$ cat src/include/sysrst_pkg.sv
// Purpose: Shared constants and types for the bus reset front end
// Assumes: Bus clock is the single core clock
// Notes:   Reset values and field widths live here only
package sysrst_pkg;
    localparam int          AD_WIDTH       = 32;           // Multiplexed address/data width
    localparam int          CBE_WIDTH      = 4;            // Command/byte-enable width
    localparam int          PM_WIDTH       = 8;            // Power-management context width
    localparam int          VENDOR_WIDTH   = 8;            // Vendor-specific bit width
    localparam int          SYNC_STAGES    = 2;            // Flops on the bus reset pin
    localparam logic [31:0] AD_RESET       = 32'h0000_0000; // Address/data after reset
    localparam logic [3:0]  CBE_RESET      = 4'h0;         // Command/byte enables after reset
    localparam logic [7:0]  PM_RESET       = 8'h00;        // Power context default
    localparam logic [7:0]  VENDOR_RESET   = 8'h00;        // Vendor bits default

    // Bus transaction phase tracker
    typedef enum logic [1:0] {
        PH_IDLE,
        PH_DATA
    } phase_e;
endpackage

$ cat src/include/rst_ctrl_if.sv
// Purpose: Carries synchronised reset state to the front end
// Assumes: Single clock domain
// Notes:   Producer is the reset synchroniser
`timescale 1ns/100ps
interface rst_ctrl_if;
    logic bus_rst_hold;   // Bus reset asserted, clock aligned
    logic func_en;        // Block may operate this cycle

    modport producer (output bus_rst_hold, output func_en);
    modport consumer (input  bus_rst_hold, input  func_en);
endinterface

$ cat src/hdl/reset_sync.sv
// Purpose: Align the bus reset pin to the bus clock
// Assumes: Global reset already synchronous to core_clk
// Notes:   Assertion and release both pass the two flops
`timescale 1ns/100ps
module reset_sync (
    input  wire logic        core_clk,
    input  wire logic        reset_n,
    input  wire logic        bus_reset_pin_n,
    rst_ctrl_if.producer     ctrl
);
    // Whole state of the synchroniser
    typedef struct packed {
        logic [sysrst_pkg::SYNC_STAGES-1:0] stage;  // Active-high reset chain
        logic                               hold;   // Registered bus reset
        logic                               en;     // Registered enable
    } sync_s;

    sync_s state;        // Current state
    sync_s next_state;   // Next state

    // Shift the pin in; only the last stage feeds logic
    always_comb begin
        next_state       = state;
        next_state.stage = {state.stage[sysrst_pkg::SYNC_STAGES-2:0], ~bus_reset_pin_n};
        next_state.hold  = state.stage[sysrst_pkg::SYNC_STAGES-1];   // [RULE11]
        next_state.en    = ~state.stage[sysrst_pkg::SYNC_STAGES-1];
    end

    // Global reset holds bus reset asserted, so both leave together
    always_ff @(posedge core_clk) begin
        if (!reset_n) begin
            state <= '{stage: '1, hold: 1'b1, en: 1'b0};   // [RULE11]
        end else begin
            state <= next_state;
        end
    end

    assign ctrl.bus_rst_hold = state.hold;
    assign ctrl.func_en      = state.en;
endmodule

$ cat src/hdl/pci_system_reset_interface.sv
// Purpose: Reset domains and system-signal front end of a bus host controller
// Assumes: core_clk is the bus clock; reset_n is the global power-on reset
// Notes:   Bus reset keeps power context and vendor bits, clears the rest
// Summary of operation
// (RULE1) Global reset restores every register default
// (RULE2) Nothing operates while global reset held
// (RULE3) Bus reset releases every output driver
// (RULE4) Bus reset spares power context, vendor bits
// (RULE5) Nothing operates while bus reset held
// (RULE6) System gives power-on reset once, bus reset separately
// (RULE7) Sample all bus signals on rising clock
// (RULE8) Address/data carries address, then data phases
// (RULE9) Interrupt pin only pulls low
// (RULE10) Command lines carry command, then byte enables
// (RULE11) Reset release aligned to bus clock
`timescale 1ns/100ps
// Reset domains
// Global reset clears every field, the retained bits included, and
// forces the bus reset chain asserted so both domains let go together.
// Bus reset passes the pin synchroniser first: it takes hold two
// edges after the pin is seen low and lets go two edges after the
// pin is seen high again; function_active rises one edge later.
// While either reset holds, every enable is low, both strobes stay
// quiet and loads from the core are dropped.
// Limitation: a frame that begins before function_active is high
// is not seen; the host bridge must respect the release delay.
//
// Bus side
// Every bus input but the bus reset pin is sampled on the rising clock edge without a
// synchroniser, since the core clock is the bus clock itself.
// Address/data and command lines are driven as whole groups; per-lane
// turnaround and parity belong to logic outside this block.
// The interrupt pin is open drain: its level is tied low and only
// its enable moves, so the pin is never driven high.
//
// Trade-off: a three-edge release delay buys a clean reset edge
// at the price of a slightly later start after either reset.
module pci_system_reset_interface #(
    parameter int AD_W  = sysrst_pkg::AD_WIDTH,
    parameter int CBE_W = sysrst_pkg::CBE_WIDTH,
    parameter int PM_W  = sysrst_pkg::PM_WIDTH,
    parameter int VND_W = sysrst_pkg::VENDOR_WIDTH
) (
    input  wire logic              core_clk,
    input  wire logic              reset_n,
    input  wire logic              bus_reset_n,
    input  wire logic [AD_W-1:0]   addr_data_in,
    output logic      [AD_W-1:0]   addr_data_out,
    output logic      [AD_W-1:0]   addr_data_oe,
    input  wire logic [CBE_W-1:0]  cmd_byte_enable_in,
    output logic      [CBE_W-1:0]  cmd_byte_enable_out,
    output logic      [CBE_W-1:0]  cmd_byte_enable_oe,
    input  wire logic              frame_n,
    input  wire logic              initiator_ready_n,
    input  wire logic              target_ready_n,
    output logic                   host_interrupt_out,
    output logic                   host_interrupt_oe,
    input  wire logic              irq_request,
    input  wire logic              drive_request,
    input  wire logic [AD_W-1:0]   drive_addr_data,
    input  wire logic [CBE_W-1:0]  drive_cmd_byte_enable,
    input  wire logic              pm_context_load,
    input  wire logic [PM_W-1:0]   pm_context_in,
    input  wire logic              vendor_bits_load,
    input  wire logic [VND_W-1:0]  vendor_bits_in,
    output logic      [PM_W-1:0]   pm_context,
    output logic      [VND_W-1:0]  vendor_bits,
    output logic      [AD_W-1:0]   captured_addr,
    output logic      [CBE_W-1:0]  captured_cmd,
    output logic                   addr_strobe,
    output logic      [AD_W-1:0]   captured_data,
    output logic      [CBE_W-1:0]  captured_byte_enable,
    output logic                   data_strobe,
    output logic                   function_active
);
    rst_ctrl_if ctrl ();   // Synchronised reset state

    // Bus reset pin crosses into the clock domain here
    reset_sync u_reset_sync (
        .core_clk        (core_clk),
        .reset_n         (reset_n),
        .bus_reset_pin_n (bus_reset_n),
        .ctrl            (ctrl.producer)
    );

    // Whole state of the front end
    typedef struct packed {
        sysrst_pkg::phase_e phase;      // Transaction phase
        // Pin drive
        logic [AD_W-1:0]    ad_out;     // Address/data drive value
        logic [AD_W-1:0]    ad_oe;      // Address/data enables
        logic [CBE_W-1:0]   cbe_out;    // Command drive value
        logic [CBE_W-1:0]   cbe_oe;     // Command enables
        logic               int_out;    // Interrupt level, always low
        logic               int_oe;     // Interrupt pull-down enable
        // Retained over bus reset
        logic [PM_W-1:0]    pm;         // Power context, kept over bus reset
        logic [VND_W-1:0]   vnd;        // Vendor bits, kept over bus reset
        // Capture results
        logic [AD_W-1:0]    addr;       // Captured address
        logic [CBE_W-1:0]   cmd;        // Captured command
        logic               addr_stb;   // Address phase pulse
        logic [AD_W-1:0]    data;       // Captured data
        logic [CBE_W-1:0]   be;         // Captured byte enables
        logic               data_stb;   // Data phase pulse
        // Status
        logic               active;     // Function enabled
    } front_s;

    front_s state;        // Current state
    front_s next_state;   // Next state

    // Default content of every cleared field
    // Retained bits come in from the caller, so one default
    // serves both the global and the bus reset
    function automatic front_s cleared(input logic [PM_W-1:0] pm_keep,
                                       input logic [VND_W-1:0] vnd_keep);
        front_s c;
        c          = '0;
        c.phase    = sysrst_pkg::PH_IDLE;
        c.ad_out   = AD_W'(sysrst_pkg::AD_RESET);
        c.cbe_out  = CBE_W'(sysrst_pkg::CBE_RESET);
        c.pm       = pm_keep;
        c.vnd      = vnd_keep;
        return c;
    endfunction

    // Phase tracking, pin drive and software-context loads
    always_comb begin
        next_state          = state;
        next_state.addr_stb = 1'b0;
        next_state.data_stb = 1'b0;
        // Active only once the bus reset chain has let go [RULE11]
        next_state.active   = ctrl.func_en;
        // Interrupt: only the pull-down enable moves
        next_state.int_out  = 1'b0;                 // Never driven high [RULE9]
        next_state.int_oe   = irq_request;          // Pull low while pending [RULE9]
        // Drivers follow the core request, a whole lane group at once
        next_state.ad_out   = drive_addr_data;
        next_state.ad_oe    = {AD_W{drive_request}};
        next_state.cbe_out  = drive_cmd_byte_enable;
        next_state.cbe_oe   = {CBE_W{drive_request}};
        // Loads and captures wait for function_active, so the edge on
        // which bus reset lets go cannot take half a frame [RULE5]
        if (state.active) begin
            // Software context, kept later over bus reset
            if (pm_context_load) begin
                next_state.pm = pm_context_in;
            end
            // Vendor bits, same retention as the context
            if (vendor_bits_load) begin
                next_state.vnd = vendor_bits_in;
            end
            // Pins sampled at this rising edge [RULE7]
            unique case (state.phase)
                // Waiting for a transaction
                sysrst_pkg::PH_IDLE: begin
                    // Frame start marks the address phase
                    if (!frame_n) begin
                        next_state.addr     = addr_data_in;        // [RULE8]
                        next_state.cmd      = cmd_byte_enable_in;  // [RULE10]
                        next_state.addr_stb = 1'b1;
                        next_state.phase    = sysrst_pkg::PH_DATA;
                    end
                end
                // Address taken, data phases follow
                sysrst_pkg::PH_DATA: begin
                    // A data phase completes with both ready lines low
                    if (!initiator_ready_n && !target_ready_n) begin
                        next_state.data     = addr_data_in;        // [RULE8]
                        next_state.be       = cmd_byte_enable_in;  // [RULE10]
                        next_state.data_stb = 1'b1;
                        // Frame already high: this was the last phase
                        if (frame_n) begin
                            next_state.phase = sysrst_pkg::PH_IDLE;
                        end
                    end
                end
            endcase
        end
    end

    // Global reset wins; bus reset keeps only context and vendor bits.
    // A load in the same cycle as bus reset is dropped: the block is off.
    // Bus reset is read from the synchroniser, never from the pin, so
    // a glitch on the pin cannot tear the state apart.
    always_ff @(posedge core_clk) begin
        if (!reset_n) begin
            // Full default, no function [RULE1] [RULE2]
            state <= cleared(PM_W'(sysrst_pkg::PM_RESET), VND_W'(sysrst_pkg::VENDOR_RESET));
        end else if (ctrl.bus_rst_hold) begin
            // Enables low, retained bits kept [RULE3] [RULE4] [RULE5]
            state <= cleared(state.pm, state.vnd);
        end else begin
            // Normal operation
            state <= next_state;
        end
    end

    // All outputs straight from the state register
    // Pin drive and enables
    assign addr_data_out        = state.ad_out;
    assign addr_data_oe         = state.ad_oe;
    assign cmd_byte_enable_out  = state.cbe_out;
    assign cmd_byte_enable_oe   = state.cbe_oe;
    // Interrupt pull-down
    assign host_interrupt_out   = state.int_out;
    assign host_interrupt_oe    = state.int_oe;
    // Retained over bus reset
    assign pm_context           = state.pm;
    assign vendor_bits          = state.vnd;
    // Capture results and strobes
    assign captured_addr        = state.addr;
    assign captured_cmd         = state.cmd;
    assign addr_strobe          = state.addr_stb;
    assign captured_data        = state.data;
    assign captured_byte_enable = state.be;
    assign data_strobe          = state.data_stb;
    // Out of both resets
    assign function_active      = state.active;
endmodule

$ cat config.mk
export PLATFORM = sky130hd
export DESIGN_NAME = pci_system_reset_interface
export DESIGN_NICKNAME = d
export VERILOG_FILES = /design/src/include/sysrst_pkg.sv /design/src/include/rst_ctrl_if.sv /design/src/hdl/reset_sync.sv /design/src/hdl/pci_system_reset_interface.sv
export SDC_FILE = /design/constraint.sdc
export NUM_CORES = 1
export LEC_CHECK = 0
export ABC_CLOCK_PERIOD_IN_PS = 1900
export BUFFER_PORTS_ARGS = -buffer_cell sky130_fd_sc_hd__buf_2
export CAP_MARGIN = 20
export CORE_MARGIN = 3
export CORE_UTILIZATION = 48
export CTS_CLUSTER_DIAMETER = 60
export CTS_CLUSTER_SIZE = 30
export DETAILED_ROUTE_END_ITERATION = 8
export GPL_ROUTABILITY_DRIVEN = 0
export PLACE_DENSITY_LB_ADDON = 0.1
export SETUP_SLACK_MARGIN = 0.1
export SLEW_MARGIN = 20
export SYNTH_ARGS = -nofsm -noshare
export SYNTH_HDL_FRONTEND = slang
export SYNTH_SLANG_ARGS = --single-unit
$ cat constraint.sdc
create_clock -name core_clk -period 1.9 [get_ports core_clk]
set_clock_uncertainty 0.2 [all_clocks]
set_input_delay 0.285 -clock core_clk [delete_from_list [all_inputs] [get_ports core_clk]]
set_output_delay 0.285 -clock core_clk [all_outputs]
set_load 0.1 [all_outputs]
**Word level (Yosys, flattened, before mapping)**

Cells that the tools add are included.

- Bitwise operators: 8
- Eq/ne operators: 4
- Muxes and demuxes: 6
- Reductions and logical operators: 12

Operator list:

| kind | number |
|---|---|
| $mux 37 | 2 |
| $reduce_and 3->1 | 4 |
| $not 1->1 | 8 |
| $reduce_or 4->1 | 2 |
| $mux 2 | 3 |
| $ne 2x2->1 const B | 3 |
| $pmux 2 s2 | 1 |
| $reduce_and 4->1 | 1 |
| $eq 2x1->1 const B | 1 |
| $logic_not 1->1 | 2 |
| $logic_not 2->1 | 1 |
| $reduce_or 2->1 | 1 |
| $logic_and 1x1->1 | 1 |

- Register bits: 137
- Input bits: 98
- Output and inout port bits: 165

**Depth between registers and ports, before layout**

Gate-level depths: netlist of the first run.

- Depth after elaboration: 4
- Mapped depth: 5
- Mapped depth without buffers: 2

**Hierarchy**

From an unflattened synthesis of the first run, not the netlist that was laid out.

- Cells, all modules: 621
- Area total of the unflattened synthesis: 6378.6 um^2

By module, submodules not included:

| module | area an instance (um^2) | cells an instance | instances |
|---|---|---|---|
| pci_system_reset_interface | 6273.5 | 613 | 1 |
| reset_sync | 105.1 | 8 | 1 |

**Worst setup path before layout of the first run**

OpenSTA, ideal clock, no wires.

- Path kind: flip-flop to flip-flop
- From: register state, in the netlist function_active
- To: register state, in the netlist captured_addr[10]
- Library setup time: 0.072 ns
- Data required time: 1.628 ns
- Slack: -0.158 ns
- Path buffers: 2
- Clock period less this slack: 2.058 ns
- Arrival: 1.786 ns
- Stages on the path, launching flop included: 5
- Path through: dfxtp_1 nor3b_2 buf_6 buf_12 mux2i_1

- Cells in the longest elaborated chain, start to end: 1

RTL lines:

| item | line | RTL |
|---|---|---|
| start: declaration | pci_system_reset_interface.sv:110 | `front_s state;` |
| start signal: assignment | pci_system_reset_interface.sv:190 | `state <= cleared(PM_W'(sysrst_pkg::PM_RESET), VND_W'(sysrst_pkg::VENDOR_RESET));` |
| start signal: assignment | pci_system_reset_interface.sv:193 | `state <= cleared(state.pm, state.vnd);` |
| start signal: assignment | pci_system_reset_interface.sv:196 | `state <= next_state;` |
| $reduce_and 3->1 (no line) | n/a |  |

Every way passes these cells.
A chain may end at the register's enable or synchronous reset.

==> results of run 1 <==
[power by group]
part | total (uW) | switching, uW | internal [uW]
registers | 2830 | 6.15 | 2820
clock network | 3170 | 1150 | 2020
logic | 538 | 267 | 272
total | 6530 | 1420 | 5110
[through the flow]
stage | cells | util
2_1_floorplan | 621 | -
4_1_cts | 990 | 0.673
3_3_place_gp | 866 | 0.553
6_report | 990 | 0.673
5_1_grt | 990 | 0.673
3_5_place_dp | 866 | 0.553
[how the worst min path moves through the flow]
stage	startpoint	to	slack, ps	cells after the start
3_5_place_dp	u_reset_sync.next_state[3]$_SDFF_PN1_	u_reset_sync.next_state[1]$_SDFF_PN1_	200	1
3_3_place_gp	u_reset_sync.next_state[3]$_SDFF_PN1_	u_reset_sync.next_state[1]$_SDFF_PN1_	200	1
4_1_cts	initiator_ready_n	state[165]$_SDFFE_PP0P_	50	3
2_1_floorplan	bus_reset_n	u_reset_sync.next_state[3]$_SDFF_PN1_	150	1
5_1_grt	target_ready_n	state[165]$_SDFFE_PP0P_	90	3
6_report	target_ready_n	state[165]$_SDFFE_PP0P_	80	3
[placed cells by master (no fill, tap or decap), types with 3 or more instances in the layout]
master / instances
sky130_fd_sc_hd__buf_2: 223
sky130_fd_sc_hd__dfxtp_1: 131
sky130_fd_sc_hd__nand3b_1: 108
sky130_fd_sc_hd__dlygate4sd3_1: 92
sky130_fd_sc_hd__mux2i_1: 88
sky130_fd_sc_hd__and2_1: 39
sky130_fd_sc_hd__buf_12: 39
sky130_fd_sc_hd__nand2_1: 33
sky130_fd_sc_hd__clkbuf_16: 17
sky130_fd_sc_hd__buf_4: 13
sky130_fd_sc_hd__clkinv_2: 5
sky130_fd_sc_hd__nand2b_1: 3
sky130_fd_sc_hd__clkbuf_8: 3
[synthesized netlist by cell type (all sizes together)]
cell type,number
buf,185
dfxtp,134
nand3b,108
mux2i,88
and2,39
nand2,33
clkbuf,18
nand2b,3
and3b,2
inv,2
a211oi,1
and2b,1
conb,1
nand4bb,1
nor2,1
nor3,1
nor3b,1
nor4bb,1
or2b,1
[timing repair]
item,CTS,global route
resized for setup,2,1
endpoints found under the setup margin,34,19
buffers inserted,0,0
endpoints found under the hold margin,128,0
hold buffers,92,0
gates cloned,1,0
[flip-flops by register name, summed over array words and instances (netlist names), 2 cells and up]
signal	flops
addr_data_out	32
captured_addr	32
captured_byte_enable	4
captured_cmd	4
captured_data	32
cmd_byte_enable_out	4
pm_context	8
u_reset_sync.next_state	2
vendor_bits	8
[routing by layer]
| layer | track usage | vias up | wire length [um] | part of all wire |
|---|---|---|---|---|
| li1 | - | 2262 | - | - |
| met1 | 0.226 | 2151 | 6070 | 0.39 |
| met5 | 0 | - | 0 | 0 |
| met4 | 0.0854 | 0 | 248 | 0.016 |
| met2 | 0.369 | 177 | 8010 | 0.51 |
| met3 | 0.0737 | 22 | 1300 | 0.083 |
[area by class of cell]
type | count | area [um2] | share of cell area
repair buffers | 369 | 2960 | 0.342
flip-flops and latches | 134 | 2690 | 0.312
multi-input cells | 282 | 2190 | 0.253
clock buffers | 22 | 474 | 0.0550
well taps | 172 | 215 | 0.0249
clock inverters | 9 | 101 | 0.0117
inverters | 2 | 7.51 | 0.000870
[tightest hold or removal path, stage by stage]
cell and delay (ps):
sky130_fd_sc_hd__buf_2 90, sky130_fd_sc_hd__nor4bb_1 40, sky130_fd_sc_hd__a211oi_1 220
[logic make-up (layout without fill, tap and decap cells)]
group,after synthesis,in the layout,synth area share
AND/OR/NAND/NOR,192,192,0.199
other,1,1,0.000588
flip-flops,134,134,0.420
buffers and inverters,205,402,0.240
multiplexers,88,88,0.138
AO/OA/AOI/OAI,1,1,0.00118
==> summary.txt, run 1 <==
Period minus WS final = 1840 ps
Data arrival at the endpoint of the critical path = 1350 ps
Pin count of the biggest net entering global routing = 70
Overall routing resource usage = 0.209
Share of synthesized area occupied by flip-flops and latches = 0.420
Cell variety after synth = 22
Worst setup endpoint = addr_data_oe[4]
Chip Width = 121 um
Longest individual stage delay on the worst path = 420 ps
Final Hold Slack = 81.8 ps
Final setup vio count = 0
Critical path depth = 2
Clk Latency, worst-skew pair = 410 ps
Standard-cell rows = 41
Register-to-Register Setup Slack = 370 ps
Cell Chain, Critical Path = bufbuf_16, buf_12
Area of the mapped netlist = 0.00638 mm2
Via Count = 4612
Start of the worst register-to-register path = u_reset_sync.ctrl.bus_rst_hold$_SDFF_PN1_
Post-Synthesis Net Count = 719
Fmax = 544 MHz
Period utilization = 0.967
Required time of the critical path = 1410 ps
Number of hold violations in the final report = 0
Warnings from Yosys = 0
Fillcell total = 945
Number of remaining DRC errors = 0
Area enclosed by the die boundary = 0.0147 mm2
Via density = 4.66
I/O Pins = 263
Clock tree buffer depth = 2
Crit path launch = cmd_byte_enable_oe[0]$_SDFF_PP0_
# Max-Cap Violations = 0
Unrepaired setup endpoints after global routing = true
CTS clock-pin slew for the worst setup and hold paths = 60 ps
GRT Residual Overflow = 0
Combined buffer and inverter count along the critical path = 2
Area of placed instances = 0.00709 mm2
Total Nets Final = 904
Main area contributors after synthesis = sky130_fd_sc_hd__dfxtp_1 (42%), sky130_fd_sc_hd__buf_4 (19%), sky130_fd_sc_hd__mux2i_1 (14%)
Critical register-to-register path endpoint = vendor_bits[5]$_SDFFE_PN0P_
Max Fanout on Critical Path = 10
Synthesized area divided by synthesized cell count = 10.3 um2
Flip-flop and latch count after synthesis = 134
First-pass GRT wire length = 24200 um
Clock Sinks = 134
P_leak = 0.00404 uW
Largest delay share family, worst path = buffers and inverters
Maximum vdd ir drop = 0.529 mV
Worst path setup slack after routing = 62.2 ps
Final standard cell area without fillers = 0.00863 mm2
Outcome = complete, no violations
H-tree levels = 4
Total clock buffers created by CTS = 17
Core Footprint = 0.0128 mm2
Setup Total Neg Slack = 0 ps
First drt pass iteration count = 5
Least-Margin Pin Slew = 532 ps
Initial antenna violation count = 0
Residual antenna-violating net count after detailed routing = 0
Antenna diode instance count = 0
Share of Yosys cell area claimed by the top area cell type = 0.420
Pwr per Cell Area = 757 mW/mm2
Final Routed Wirelength = 15600 um
Die extent in y = 121 um
Max-Slew Margin vs Limit = 0.648
Drt initial violations = 191
Fraction of layout cells with a size suffix above 1 = 0.380
Synth-to-Final Area Change = 35.3%
Root buffer selected by CTS = sky130_fd_sc_hd__clkbuf_16
Depth of the most critical reg-to-reg path = 2
Average wire length per cell after detail routing = 15.8 um
Power, Total = 6530 uW
Critical path class = flip-flop to primary output
CTS tree = yes
Library cell with the largest summed area after synthesis = sky130_fd_sc_hd__dfxtp_1
Type of destination of the critical path = primary output
Classification of the worst-slack hold path = input port to flip-flop
Number of global-route vias before repair = 4684
CP startpoint kind = flip-flop
Effective utilization at floorplan = 0.497
Fin. max-slew vios = 0
Highest-delay cell along the critical path = sky130_fd_sc_hd__dfxtp_4
Worst-case setup slack after placement = 349 ps
Count of buffers from port buffering = 261
Synthesized instance count = 621
Detailed placement HPWL = 10300 um
Power figures use the tool's default switching activity.
==> run 2: changes to the inputs <==
==> constraint.sdc (replaced) <==
create_clock -name core_clk -period 1.9 [get_ports core_clk]
set_clock_uncertainty 0.2 [all_clocks]
set_input_delay 0.38 -clock core_clk [delete_from_list [all_inputs] [get_ports core_clk]]
set_output_delay 0.38 -clock core_clk [all_outputs]
set_load 0.1 [all_outputs]
==> run 2 against run 1 <==
Compared with the run above: via count shrank 3.6%; clock-buffer cell count grew 3; core utilization shrank 1.9 points; flip-flop and latch count is the same; cell count shrank 5.4%; non-clock buffer count shrank 54; critical path depth is the same; combinational power shrank 14%; maximum frequency shrank 0.67%; sequential share of layout area grew 0.89 points; critical path type unchanged; critical endpoint is now addr_data_oe[21]; largest power group unchanged.
==> summary.txt, run 2 (same netlist as run 1, synthesis figures left out) <==
Count of buffers from port buffering = 261 (unchanged)
Max-Slew Margin vs Limit = 0.608 (-0.0397)
Cell Chain, Critical Path = bufbuf_16, buf_12
Core Footprint = 0.0128 mm2 (unchanged)
Number of hold violations in the final report = 0 (unchanged)
# Max-Cap Violations = 0 (unchanged)
Period utilization = 0.974 (+0.00652)
Unrepaired setup endpoints after global routing = true
Launch point of the worst hold path = pm_context_in[2]
Least-Margin Pin Slew = 588 ps (+55.9 ps)
Fin. max-slew vios = 0 (unchanged)
Via density = 4.74 (+1.9%)
Type of destination of the critical path = primary output
Number of global-route vias before repair = 4474 (-4.5%)
CTS tree = yes
Pin count of the biggest net entering global routing = 145 (+110%)
Final setup vio count = 0 (unchanged)
First-pass GRT wire length = 23700 um (-2.1%)
Worst-case setup slack after placement = 117 ps (-231 ps)
Fillcell total = 999 (+5.7%)
Proportion of power drawn by the clock network = 0.506 (+0.021)
Chip Width = 121 um (unchanged)
Initial antenna violation count = 0 (unchanged)
Fmax = 540 MHz (-0.67%)
Internal power = 5230 uW (+2.4%)
Clock tree buffer depth = 2 (unchanged)
Number of remaining DRC errors = 0 (unchanged)
Final Routed Wirelength = 15400 um (-1.5%)
First drt pass iteration count = 4 (-1)
Hold path endpoint = pm_context[2]$_SDFFE_PN0P_
Area enclosed by the die boundary = 0.0147 mm2 (unchanged)
Register share of total power = 0.425 (-0.008)
Residual antenna-violating net count after detailed routing = 0 (unchanged)
Critical path class = flip-flop to primary output
Most frequent standard cell in the layout excluding fill and tap cells = sky130_fd_sc_hd__buf_2
Data arrival at the endpoint of the critical path = 1270 ps (-80 ps)
Setup Total Neg Slack = 0 ps (unchanged)
Power, Total = 6650 uW (+1.8%)
Total Nets Final = 850 (-6.0%)
Total clock buffers created by CTS = 17 (unchanged)
Overall routing resource usage = 0.205 (-0.00388)
Start of the worst register-to-register path = function_active$_SDFF_PP0_
Outcome = complete, no violations
Required time of the critical path = 1320 ps (-90 ps)
Antenna diode instance count = 0 (unchanged)
GRT Residual Overflow = 0 (unchanged)
Register-to-Register Setup Slack = 410 ps (+40 ps)
Effective utilization at floorplan = 0.497 (unchanged)
Maximum vdd ir drop = 0.554 mV (+4.5%)
Switching Fraction = 0.213 (-0.00470)
Clock Sinks = 134 (unchanged)
Via Count = 4446 (-3.6%)
Depth of the worst hold-timing path = 3 (unchanged)
Critical register-to-register path endpoint = captured_addr[15]$_SDFFE_PP0P_
Final standard cell area without fillers = 0.00839 mm2 (-2.8%)
Max Fanout on Critical Path = 9 (-1)
Total area of multi-input combinational cells = 0.00219 mm2 (about the same)
CTS clock-pin slew for the worst setup and hold paths = 50 ps (about the same)
Average wire length per cell after detail routing = 16.4 um (+4.1%)
Depth of the most critical reg-to-reg path = 3 (+1)
P_leak = 0.00390 uW (-3.5%)
Synth-to-Final Area Change = 31.5%
Pwr per Cell Area = 793 mW/mm2 (+4.7%)
Post-Route Utilization = 0.654 (-0.0186)
Classification of the worst-slack hold path = input port to flip-flop
Root buffer selected by CTS = sky130_fd_sc_hd__clkbuf_16
H-tree levels = 4 (unchanged)
Area of placed instances = 0.00704 mm2 (-0.76%)
Register area = 0.00269 mm2 (unchanged)
Combinational fraction of design power = 0.070 (-0.012)
Highest-delay cell along the critical path = sky130_fd_sc_hd__dfxtp_4
Net Switching = 1420 uW (-0.38%)
Drt initial violations = 181 (-5.2%)
Period minus WS final = 1850 ps (+12.4 ps)
Worst path setup slack after routing = 49.8 ps (-12.4 ps)
I/O Pins = 263 (unchanged)
Longest individual stage delay on the worst path = 360 ps (-60 ps)
CP startpoint kind = flip-flop
Clk Latency, worst-skew pair = 410 ps (about the same)
Fraction of layout cells with a size suffix above 1 = 0.404 (+0.0237)
Detailed placement HPWL = 9910 um (-4.1%)
Standard-cell rows = 41 (unchanged)
Commonest non-fill, non-tap cells in the layout = sky130_fd_sc_hd__buf_2 (202), sky130_fd_sc_hd__dfxtp_1 (131), sky130_fd_sc_hd__nand3b_1 (108), sky130_fd_sc_hd__mux2i_1 (88), sky130_fd_sc_hd__dlygate4sd3_1 (40)
Die extent in y = 121 um (unchanged)
run 2: metal layers:
metal  track usage  vias to the layer above  wire (um)
met3        0.0709                       14       1240
met1         0.225                     2110       5890
li1              -                     2161          -
met2         0.367                      161       8090
met5             0                        -          0
met4        0.0693                        0        179
run 2: power by group through the flow:
stage	clock, uW	sequential [uW]	combinational, uW
after floorplan	0	2890	242
after global placement	0	2890	374
after detailed placement	0	2890	381
after CTS	3420	2820	459
after global routing	3550	2820	493
final	3360	2820	465
run 2: critical path, delay by kind of cell, from the launching register on:
kind,cells,cell delay (ps)
buffers and inverters,2,490
DFF,1,360
run 2: per-stage QoR:
| stage | cells | hold slack, ps |
|---|---|---|
| after floorplan | 621 | 186 |
| after global routing | 937 | 1.88 |
| final | 937 | 18.2 |
| after global placement | 857 | 198 |
| after detailed placement | 857 | 196 |
| after CTS | 937 | 0.936 |
run 2: worst max-delay path by stage:
stage | start | end | cells after the start | slack [ps]
6_report | cmd_byte_enable_oe[0]$_SDFF_PP0_ | addr_data_oe[21] | 2 | 50
5_1_grt | cmd_byte_enable_oe[0]$_SDFF_PP0_ | addr_data_oe[2] | 3 | 10
4_1_cts | cmd_byte_enable_oe[0]$_SDFF_PP0_ | addr_data_oe[6] | 2 | 40
3_5_place_dp | reset_n | addr_data_out[5]$_SDFF_PP0_ | 3 | 120
3_3_place_gp | reset_n | cmd_byte_enable_out[2]$_SDFF_PP0_ | 3 | 200
2_1_floorplan | function_active$_SDFF_PP0_ | captured_addr[10]$_SDFFE_PP0P_ | 4 | 200
run 2: cell type report:
cell class,count,share of cell area
tap,172,0.0256
multi-input combinational,282,0.261
sequential,134,0.320
clock inverter,7,0.0140
clock buffer,25,0.0591
inverter,2,0.000895
timing repair buffer,315,0.319
run 2: timing repair:
item                                    CTS  global route
setup buffers                             3             0
endpoints found under the setup margin   40            93
cloned                                    5             0
endpoints found under the hold margin    40             0
hold buffers                             40             0
gates resized for setup                  19            24
==> run 3: changes to the inputs <==
--- a/config.mk
+++ b/config.mk
@@ -5,6 +5,7 @@
 export SDC_FILE = /design/constraint.sdc
 export NUM_CORES = 1
 export LEC_CHECK = 0
+export ABC_AREA = 1
 export ABC_CLOCK_PERIOD_IN_PS = 1900
 export BUFFER_PORTS_ARGS = -buffer_cell sky130_fd_sc_hd__buf_2
 export CAP_MARGIN = 20
==> run 3 against run 2 <==
Compared with the run above: synthesized area is 3.9% lower; flip-flop and latch count did not move; global-route usage grew 1.3 points; worst hold slack better by 3.4 ps; non-clock buffer count increased by 18; critical endpoint is now cmd_byte_enable_oe[1]; largest power group unchanged; highest routed layer unchanged.
==> summary.txt, run 3 <==
Outcome = complete, no violations
Max Fanout on Critical Path = 9 (unchanged)
Cell variety after synth = 19 (-14%)
Number of remaining DRC errors = 0 (unchanged)
Most frequently used flop master after synthesis = sky130_fd_sc_hd__dfxtp_1
Synthesized instance count = 841 (+35%)
CP startpoint kind = flip-flop
Most instantiated library cell after synthesis = sky130_fd_sc_hd__nor2_1
GRT Residual Overflow = 0 (unchanged)
Fin. max-slew vios = 0 (unchanged)
Average wire length per cell after detail routing = 12.9 um (-21%)
Library cell with the largest summed area after synthesis = sky130_fd_sc_hd__dfxtp_1
Clk Latency, worst-skew pair = 410 ps (about the same)
Antenna diode instance count = 0 (unchanged)
Overall routing resource usage = 0.218 (+0.0126)
Non-Filler Instances = 1180 (+26%)
Cells after DPL = 1085 (+27%)
P_leak = 0.00434 uW (+12%)
Final Hold Slack = 21.6 ps (+3.41 ps)
Number of hold violations in the final report = 0 (unchanged)
Pin count of the biggest net entering global routing = 74 (-49%)
Effective utilization at floorplan = 0.500 (+0.00254)
Synth-to-Final Area Change = 39.8%
Period minus WS final = 1850 ps (+3.57 ps)
CTS tree = yes
Pwr per Cell Area = 827 mW/mm2 (+4.3%)
Synthesized area divided by synthesized cell count = 7.29 um2 (-29%)
Unrepaired setup endpoints after global routing = true
Core Footprint = 0.0123 mm2 (-4.4%)
Total Nets Final = 1097 (+29%)
Cell types with the highest counts after synthesis = sky130_fd_sc_hd__nor2_1 (185), sky130_fd_sc_hd__buf_4 (161), sky130_fd_sc_hd__dfxtp_1 (134)
Number of global-route vias before repair = 4884 (+9.2%)
Fmax = 539 MHz (-0.19%)
Root buffer selected by CTS = sky130_fd_sc_hd__clkbuf_16
Count of buffers from port buffering = 261 (unchanged)
Flip-flop and latch count after synthesis = 134 (unchanged)
Post-synth EDFFs = 0 (unchanged)
Critical path class = flip-flop to primary output
Warnings from Yosys = 0 (unchanged)
Classification of the worst-slack hold path = input port to flip-flop
Type of destination of the critical path = primary output
Share of synthesized area occupied by flip-flops and latches = 0.438 (+0.0171)
Data arrival at the endpoint of the critical path = 1270 ps (about the same)
Chip Width = 119 um (-1.9%)
Setup Total Neg Slack = 0 ps (unchanged)
Least-Margin Pin Slew = 533 ps (-55.5 ps)
Longest individual stage delay on the worst path = 370 ps (about the same)
Final setup vio count = 0 (unchanged)
Maximum vdd ir drop = 0.606 mV (+9.5%)
H-tree levels = 4 (unchanged)
Post-Synthesis Net Count = 939 (+31%)
Most frequent standard cell in the layout excluding fill and tap cells = sky130_fd_sc_hd__buf_2
Max-Slew Margin vs Limit = 0.647 (+0.0394)
Total clock buffers created by CTS = 17 (unchanged)
First-pass GRT wire length = 24500 um (+3.5%)
Detailed placement HPWL = 9790 um (-1.2%)
Via density = 4.35 (-8.4%)
Share of synthesized flip-flops with an asynchronous set or reset = 0 (unchanged)
Required time of the critical path = 1320 ps (about the same)
Commonest non-fill, non-tap cells in the layout = sky130_fd_sc_hd__buf_2 (189), sky130_fd_sc_hd__nor2_1 (185), sky130_fd_sc_hd__dfxtp_1 (132), sky130_fd_sc_hd__nand2_1 (129), sky130_fd_sc_hd__inv_1 (116)
Share of Yosys cell area claimed by the top area cell type = 0.438 (+0.0171)
Fraction of layout cells with a size suffix above 1 = 0.317 (-0.0867)
Period utilization = 0.976 (+0.00188)
Via Count = 5129 (+15%)
Worst path setup slack after routing = 46.2 ps (-3.57 ps)
Highest-delay cell along the critical path = sky130_fd_sc_hd__dfxtp_4
I/O Pins = 263 (unchanged)
CTS clock-pin slew for the worst setup and hold paths = 50 ps (about the same)
Standard-cell rows = 40 (-2.4%)
Die extent in y = 119 um (-1.9%)
Residual antenna-violating net count after detailed routing = 0 (unchanged)
First drt pass iteration count = 5 (+1)
Cell Chain, Critical Path = buf_4, buf_16, buf_12
Final Routed Wirelength = 15300 um (-0.75%)
Main area contributors after synthesis = sky130_fd_sc_hd__dfxtp_1 (44%), sky130_fd_sc_hd__buf_4 (20%), sky130_fd_sc_hd__nor2_1 (11%)
Clock Sinks = 134 (unchanged)
Area of the mapped netlist = 0.00613 mm2 (-3.9%)
Clock tree buffer depth = 2 (unchanged)
Worst-case setup slack after placement = 312 ps (+195 ps)
Initial antenna violation count = 0 (unchanged)
Area enclosed by the die boundary = 0.0142 mm2 (-3.7%)
Drt initial violations = 350 (+93%)
# Max-Cap Violations = 0 (unchanged)
run 3: cell count changes in the layout (fill, tap and decap cells not counted), moves of 17 or more:
cell | before | now
sky130_fd_sc_hd__nand2_1 | 33 | 129
sky130_fd_sc_hd__nor2_1 | 1 | 185
sky130_fd_sc_hd__a21oi_1 | 0 | 17
sky130_fd_sc_hd__nand3_1 | 0 | 38
sky130_fd_sc_hd__nand3b_1 | 108 | 0
sky130_fd_sc_hd__mux2i_1 | 88 | 0
sky130_fd_sc_hd__and2_1 | 39 | 0
sky130_fd_sc_hd__inv_1 | 2 | 116
run 3: worst paths after layout:
path	startpoint	endpoint	slack, ps	cells past startpoint
min	addr_data_in[3]	captured_addr[3]$_SDFFE_PP0P_	20	3
max	cmd_byte_enable_oe[0]$_SDFF_PP0_	cmd_byte_enable_oe[1]	50	3
min reg2reg	u_reset_sync.next_state[1]$_SDFF_PN1_	u_reset_sync.ctrl.func_en$_SDFF_PN0_	200	1
max reg2reg	function_active$_SDFF_PP0_	captured_data[14]$_SDFFE_PP0P_	420	6
run 3: logic make-up after synthesis:
| kind of cell | count (synthesis) | share of synthesized area |
|---|---|---|
| other | 1 | 0.000612 |
| buffers and inverters | 314 | 0.299 |
| AND/OR/NAND/NOR | 375 | 0.249 |
| flip-flops | 134 | 0.438 |
| AO/OA/AOI/OAI | 17 | 0.0139 |
run 3: final cells by class:
class / count / area [um2]
Clock buffer: 18 / 439
Clock inverter: 14 / 254
Fill cell: 977 / 3690
Inverter: 120 / 450
Multi-Input combinational cell: 393 / 1620
Sequential cell: 134 / 2690
Tap cell: 168 / 210
Timing Repair Buffer: 333 / 2910
run 3: layer usage:
metal	wire length [um]	vias up	track usage	part of all wire
met5	0	-	0	0
met4	319	0	0.0862	0.021
met3	1070	22	0.0726	0.070
met2	7950	203	0.382	0.52
met1	5940	2259	0.241	0.39
li1	-	2645	-	-
run 3: worst max-delay path: cells and delay by family, from the launching register on:
kind / cells / cell delay, ps
buffers and inverters: 3 / 490
DFF: 1 / 370
run 3: power breakdown:
group	switching, uW	leakage [uW]	total [uW]	internal [uW]
clock	1160	0.000336	3780	2620
sequential	3.53	0.00108	2820	2820
combinational	269	0.00293	486	216
run 3: per-stage QoR:
stage	cell area [um2]	util	total power, uW
6_report	8570	0.699	7090
3_3_place_gp	6970	0.568	3260
3_5_place_dp	6970	0.568	3260
4_1_cts	8470	0.691	7170
5_1_grt	8570	0.699	7350
2_1_floorplan	6130	-	3110
run 3: repair_timing:
action,4_1_cts,5_1_grt
gates cloned,5,0
resized for setup,18,35
buffers inserted,2,0
hold buffers,56,0
pin swaps,0,0
endpoints found under the hold margin,55,0
endpoints found under the setup margin,40,69
